<file path="config.mk">
export PLATFORM = sky130hd
export DESIGN_NAME = fault_flag_bank
export DESIGN_NICKNAME = d
export VERILOG_FILES = /design/src/hdl/fault_flag_bank_pkg.sv /design/src/hdl/fault_flag_bank.sv
export VERILOG_INCLUDE_DIRS = /design/src /design/src/hdl
export SDC_FILE = /design/constraint.sdc
export NUM_CORES = 1
export LEC_CHECK = 0
export BUFFER_PORTS_ARGS = -buffer_cell sky130_fd_sc_hd__buf_2
export CAP_MARGIN = 0
export CORE_ASPECT_RATIO = 0.6
export CORE_MARGIN = 2
export CORE_UTILIZATION = 49
export CTS_CLUSTER_DIAMETER = 150
export DETAILED_ROUTE_END_ITERATION = 10
export PLACE_DENSITY_LB_ADDON = 0.15
export SETUP_SLACK_MARGIN = 0.4
export SLEW_MARGIN = 25
export SYNTH_ARGS = -nofsm -noshare
export SYNTH_HDL_FRONTEND = slang
export SYNTH_SLANG_ARGS = --single-unit
</file>
<file path="constraint.sdc">
create_clock -name ref_clk -period 1.7 [get_ports ref_clk]
set_input_delay 0.255 -clock ref_clk [delete_from_list [all_inputs] [get_ports ref_clk]]
set_output_delay 0.255 -clock ref_clk [all_outputs]
set_load 0.005 [all_outputs]
</file>
<file path="src/hdl/fault_flag_bank_defs.svh">
// offsets, field positions, reset values and counts of the fault flag bank
`ifndef FAULT_FLAG_BANK_DEFS_SVH
`define FAULT_FLAG_BANK_DEFS_SVH

// ****************************************
// register addresses
// ****************************************
`define FFB_ADDR_FLAGS 6'h06
`define FFB_ADDR_ENABLES 6'h07
`define FFB_ADDR_TICKS 6'h3D

// ****************************************
// fault flag bits and enable bits
// ****************************************
`define FFB_BIT_ROM_CRC 0
`define FFB_BIT_CFG_CRC 1
`define FFB_BIT_LINK_CRC 2
`define FFB_BIT_BAD_WRITE 3
`define FFB_BIT_BAD_READ 4
`define FFB_BIT_NEG_RANGE_ON 10
`define FFB_BIT_POS_RANGE_ON 11
`define FFB_BIT_TICK_CNT_ON 12

// ****************************************
// reset values, masks, crc constants and check period
// ****************************************
`define FFB_ENABLES_RESET 16'h0040
`define FFB_ENABLES_WMASK 16'h1FFF
`define FFB_FLAGS_RESET 16'h0000
`define FFB_FLAGS_IMPL 16'h001F
`define FFB_CRC_POLY 8'h07
`define FFB_CRC_SEED 8'hFF
`define FFB_CHECK_PERIOD 1000

`endif

</file>
<file path="src/hdl/fault_flag_bank_pkg.sv">
// types shared by the fault flag bank
`default_nettype none

package fault_flag_bank_pkg;

    // one register access handed over by the serial frame decoder
    typedef struct packed {
        logic rd;
        logic wr;
        logic bad_addr;
        logic [5:0] addr;
        logic [15:0] wdata;
    } reg_req_t;

    typedef enum logic [0:0] {
        ST_ROM_CHECK,
        ST_RUN
    } bank_state_t;

endpackage : fault_flag_bank_pkg

`default_nettype wire

</file>
<file path="src/hdl/fault_flag_bank.sv">
// fault flags, fault enables and master tick counter of the serial register interface
`timescale 1ns/1ns
`default_nettype none
`include "fault_flag_bank_defs.svh"

module fault_flag_bank #(
    parameter int CFG_W = 64,
    parameter int TICK_W = 16,
    parameter int CHECK_PERIOD = `FFB_CHECK_PERIOD,
    parameter logic [7:0] ROM_CRC_REF = 8'h00
) (
    input wire logic ref_clk,
    input wire logic resetn,
    input wire fault_flag_bank_pkg::reg_req_t req,
    input wire logic link_crc_bad,
    input wire logic [CFG_W-1:0] cfg_image,
    input wire logic [CFG_W-1:0] rom_image,
    output logic [15:0] rd_data,
    output logic [15:0] fault_flags,
    output logic [15:0] fault_flag_enables,
    output logic pos_input_range_fault_on,
    output logic neg_input_range_fault_on,
    output logic master_tick_counter_on
);

    // refused at elaboration: the crc needs a full byte and the counter fits one register
    if (CFG_W < 8 || TICK_W < 1 || TICK_W > 16 || CHECK_PERIOD < 2) begin : g_bad_params
        $error("fault_flag_bank: unsupported parameter values");
    end

    // ****************************************
    // crc helper
    // ****************************************
    function automatic logic [7:0] crc8(input logic [CFG_W-1:0] data);
        logic [7:0] c;
        c = `FFB_CRC_SEED;
        for (int i = CFG_W - 1; i >= 0; i--) begin
            c = (c[7] ^ data[i]) ? ({c[6:0], 1'b0} ^ `FFB_CRC_POLY) : {c[6:0], 1'b0};
        end
        return c;
    endfunction : crc8

    // ****************************************
    // state
    // ****************************************
    localparam int PER_W = $clog2(CHECK_PERIOD);
    localparam logic [PER_W-1:0] PER_LAST = PER_W'(CHECK_PERIOD - 1);

    fault_flag_bank_pkg::bank_state_t state_r;
    logic [15:0] flags_r, flags_nxt, en_r, rd_data_r;
    logic [TICK_W-1:0] ticks_r;
    logic [PER_W-1:0] per_r;
    logic [7:0] cfg_ref_r;
    logic cfg_ref_ok_r, cfg_dirty_r, rom_bad_r, rom_en_d_r;

    // ****************************************
    // decode
    // ****************************************
    wire logic hit_flags = req.addr == `FFB_ADDR_FLAGS;
    wire logic hit_en = req.addr == `FFB_ADDR_ENABLES;
    wire logic hit_ticks = req.addr == `FFB_ADDR_TICKS;
    wire logic wr_ok = req.wr && !req.bad_addr;
    wire logic clr_flags = wr_ok && hit_flags;
    wire logic wr_en = wr_ok && hit_en;
    wire logic per_tick = per_r == PER_LAST;
    wire logic cfg_chk_on = en_r[`FFB_BIT_CFG_CRC];
    wire logic [7:0] cfg_crc = crc8(cfg_image);
    // a write landing on the check cycle counts as a host change, never a fault
    wire logic cfg_dirty = cfg_dirty_r || wr_ok;
    wire logic rom_chk = state_r == fault_flag_bank_pkg::ST_ROM_CHECK;
    wire logic rom_bad_now = crc8(rom_image) != ROM_CRC_REF;
    // the ROM result is kept, so enabling the flag later still reports it
    wire logic rom_en_rise = en_r[`FFB_BIT_ROM_CRC] && !rom_en_d_r;
    wire logic [15:0] rd_mux = hit_flags ? flags_r :
                               hit_en ? en_r :
                               hit_ticks ? 16'(ticks_r) : 16'h0000;

    // ****************************************
    // fault events
    // ****************************************
    logic [15:0] evt;
    always_comb begin
        evt = 16'h0000;
        evt[`FFB_BIT_BAD_READ] = req.rd && req.bad_addr;
        evt[`FFB_BIT_BAD_WRITE] = req.wr && req.bad_addr;
        evt[`FFB_BIT_LINK_CRC] = link_crc_bad;
        evt[`FFB_BIT_CFG_CRC] = per_tick && cfg_chk_on && cfg_ref_ok_r && !cfg_dirty
                                && cfg_crc != cfg_ref_r;
        evt[`FFB_BIT_ROM_CRC] = (rom_chk && rom_bad_now) || (rom_en_rise && rom_bad_r);
    end

    // set wins over a same-cycle clear; enables gate the set
    always_comb begin
        flags_nxt = flags_r & ~(clr_flags ? req.wdata : 16'h0000);
        flags_nxt = (flags_nxt | (evt & en_r)) & `FFB_FLAGS_IMPL;
    end

    // ****************************************
    // registers
    // ****************************************
    always_ff @(posedge ref_clk or negedge resetn) begin
        if (!resetn) begin
            state_r <= fault_flag_bank_pkg::ST_ROM_CHECK;
            flags_r <= `FFB_FLAGS_RESET;
            en_r <= `FFB_ENABLES_RESET;
            rd_data_r <= 16'h0000;
            rom_bad_r <= 1'b0;
            rom_en_d_r <= 1'b0;
        end else begin
            state_r <= fault_flag_bank_pkg::ST_RUN;
            flags_r <= flags_nxt;
            if (wr_en) begin
                en_r <= req.wdata & `FFB_ENABLES_WMASK;
            end
            if (req.rd) begin
                rd_data_r <= req.bad_addr ? 16'h0000 : rd_mux;
            end
            if (rom_chk) begin
                rom_bad_r <= rom_bad_now;
            end
            rom_en_d_r <= en_r[`FFB_BIT_ROM_CRC];
        end
    end

    // counter only advances while enabled and holds its value when stopped
    always_ff @(posedge ref_clk or negedge resetn) begin
        if (!resetn) begin
            ticks_r <= '0;
        end else if (en_r[`FFB_BIT_TICK_CNT_ON]) begin
            ticks_r <= ticks_r + TICK_W'(1);
        end
    end

    always_ff @(posedge ref_clk or negedge resetn) begin
        if (!resetn) begin
            per_r <= '0;
            cfg_ref_r <= 8'h00;
            cfg_ref_ok_r <= 1'b0;
            cfg_dirty_r <= 1'b0;
        end else if (!cfg_chk_on) begin
            per_r <= '0;
            cfg_ref_ok_r <= 1'b0;
            cfg_dirty_r <= 1'b0;
        end else if (per_tick) begin
            per_r <= '0;
            cfg_ref_r <= cfg_crc;
            cfg_ref_ok_r <= 1'b1;
            // a write on the check cycle lands after the sample, so it excuses the next check
            cfg_dirty_r <= wr_ok;
        end else begin
            per_r <= per_r + PER_W'(1);
            cfg_dirty_r <= cfg_dirty;
        end
    end

    assign rd_data = rd_data_r;
    assign fault_flags = flags_r;
    assign fault_flag_enables = en_r;
    assign pos_input_range_fault_on = en_r[`FFB_BIT_POS_RANGE_ON];
    assign neg_input_range_fault_on = en_r[`FFB_BIT_NEG_RANGE_ON];
    assign master_tick_counter_on = en_r[`FFB_BIT_TICK_CNT_ON];
endmodule : fault_flag_bank

`default_nettype wire

</file>
==> flow_metrics.tcl <==
set metrics [dict create \
    clkLatencyLatePin_ns 0.33 \
    synth_area_um2 7190 \
    grt_pass1_wl_um 32900 \
    antenna_found_initial 0 \
    die_x_um 160 \
    syn_to_final_growth_pct 55.9 \
    cts_root_buf "clkbuf_16" \
    grt_max_degree 74 \
    vias 5988 \
    postSynthCellCount 611 \
    wl_per_cell_um 17.4 \
    fin_crit_sh 2.25 \
    port_buffers 189 \
    wl_um 21000 \
    setup_slack_ns -2.12 \
    routed-wl-met3_um 1220 \
    clock-skew-final_ns 0.00480 \
    first_pass_iters 4 \
    die_height_um 97.8 \
    top_layer "met4" \
    cp-end-kind "register" \
    ys_async_sr_fraction 1.00 \
    final_cell_mix "186 x buf_4, 179 x buf_2, 96 x xnor2_1" \
    drcViolationCount 0 \
    cp.arrival_ns 4.03 \
    nets 1163 \
    cts-htree-levels 3 \
    min_path_type "in2reg" \
    setup_tns_ns -18.95 \
    overflow 0 \
    multi_input_area_um2 6070 \
    violations "negative setup slack" \
    required_ns 1.91 \
    rows 34 \
    rsz0062_at_grt "true" \
    setup_viol_count_final 11 \
    synth-edff-count 0 \
    status "finished, violations left" \
    cts.sinks 73 \
    coreArea_um2 14400 \
    synth.ff_latch_count 73 \
    design.portCount 207 \
    path_class "in2reg" \
    drt_iter0_drc 290 \
    final_cells 1208 \
    synth-seq-area-share 0.254 \
    grt_pass1_vias 6335 \
    synth_cell_types 53 \
    fin_crit_ns 3.82 \
    syn_area_per_cell_um2 11.8 \
    via_per_inst 4.96 \
    cap_violations 0 \
    wl_met1_um 9420 \
    layout_commonest_cell "buf_4" \
    cts_tree "done" \
    max_freq_ghz 0.262 \
    register_area_um2 1830 \
    insertedDiodeCount 0 \
    initial_core_util 0.498 \
    cp_max_fo 3 \
    cts_buffers 9 \
    clockBufferDepth 2 \
    yosysWarnings 0 \
    globalplace.congestion 0.872 \
    cp-start-kind "input pin" \
    wl_met2_um 9970 \
    drv_slew 0 \
    path_clk_slew_ns 0.06 \
    drive_gt1_frac 0.579 \
    hold_viol 0 \
    dieArea_um2 15700 \
    grt_usage 0.267 \
    post-place-cells 1131 \
    nFillCells 901 \
    antenna_left 0 \
    hpwl_um 14900 \
    ys.flop_type "dfrtp_1" \
]
## layer usage
layer,track usage,up-vias
li1,-,2823
met1,0.378,2905
met2,0.428,220
met3,0.0582,40
met4,0.0631,0
met5,0,-
## final timing paths
| path | startpoint | slack, ns | cells past startpoint | end |
|---|---|---|---|---|
| max in group asynchronous | resetn | 0.88 | 3 | fault_flag_enables[1]$_DFFE_PN0P_ |
| min in group asynchronous | resetn | 0.49 | 3 | rd_data[8]$_DFFE_PN0P_ |
| max | cfg_image[56] | -2.12 | 16 | fault_flags[1]$_DFF_PN0_ |
| min | req[5] | 0.15 | 2 | fault_flag_enables[5]$_DFFE_PN0P_ |
| max reg2reg | per_r[0]$_DFF_PN0_ | -0.31 | 7 | fault_flags[1]$_DFF_PN0_ |
| min reg2reg | ticks_r[15]$_DFFE_PN0P_ | 0.46 | 1 | ticks_r[15]$_DFFE_PN0P_ |
## logic make-up (layout without fill, tap and decap cells)
kind of cell               after synthesis  count (layout)  synth area share
xor gates and xnor gates               305             305             0.546
and+or+nand+nor                        115             115            0.0785
DFF                                     73              73             0.254
AOI/OAI and AO/OA                       48              48            0.0447
buffers and inverters                   39             425            0.0292
muxes                                   27              27            0.0421
adders and majority gates                2               2           0.00348
other                                    2              15           0.00104
## repair_timing
action                                  4_1_cts  5_1_grt
pin swaps                                    55       44
buffers inserted                             45       15
hold buffers                                  1        0
resized for setup                            91       71
hold endpoints to repair                     72        0
endpoints found under the setup margin       30       40
## cell usage after synthesis (all sizes together), types with 2 or more instances
cell type / n / area [um^2]
a22oi: 3 / 22.5
nor2b: 8 / 50.1
a221o: 5 / 50.1
mux2: 26 / 293
xor3: 8 / 191
xnor3: 73 / 1650
conb: 2 / 7.51
or2: 2 / 12.5
buf: 18 / 131
xnor2: 155 / 1480
or3: 2 / 12.5
nand4b: 2 / 17.5
nor2: 32 / 120
nand2: 30 / 113
nor3b: 2 / 15.0
o21ai: 11 / 55.1
ha: 2 / 25.0
nand3b: 2 / 15.0
a21oi: 16 / 80.1
nand3: 8 / 40.0
nand2b: 2 / 12.5
xor2: 69 / 604
and3: 4 / 25.0
nor3: 9 / 45.0
dfrtp: 72 / 1800
inv: 13 / 48.8
a32oi: 2 / 17.5
nand4: 7 / 43.8
clkbuf: 8 / 30.0
## critical path: stages
cell	delay [ns]
buf_6	0.07
xnor3_2	0.46
xnor3_1	0.40
xnor3_1	0.25
xnor2_2	0.22
buf_4	0.16
xnor3_1	0.35
xor3_1	0.43
buf_4	0.16
buf_6	0.11
buf_6	0.11
xnor2_4	0.20
xnor2_2	0.16
xnor2_1	0.18
nand2_1	0.08
o41a_1	0.41
## flip-flops by register name, summed over array words and instances, names as in the netlist
register,cells
cfg_dirty_r,1
cfg_ref_ok_r,1
cfg_ref_r,8
fault_flag_enables,13
fault_flags,5
per_r,10
rd_data,16
rom_bad_r,1
rom_en_d_r,1
state_r,1
ticks_r,16
## area by class of cell
class | count | area share
clock buffers | 9 | 0.0201
multi-input cells | 512 | 0.542
well taps | 198 | 0.0221
flip-flops and latches | 73 | 0.164
inverters | 13 | 0.00458
clock inverters | 7 | 0.00849
repair buffers | 396 | 0.239
## stage by stage
step,utilization,hold slack [ns],cell area (um^2),setup slack [ns]
3_3_place_gp,0.664,0.307,9580,-2.31
6_report,0.777,0.152,11200,-2.12
3_5_place_dp,0.664,0.311,9580,-2.43
2_1_floorplan,-,-0.0406,7460,-2.04
4_1_cts,0.746,0.151,10800,-2.01
5_1_grt,0.777,0.149,11200,-2.22
Power is not shown: default switching activity piles up to over one toggle a cycle in this logic, so the estimate is an artifact.
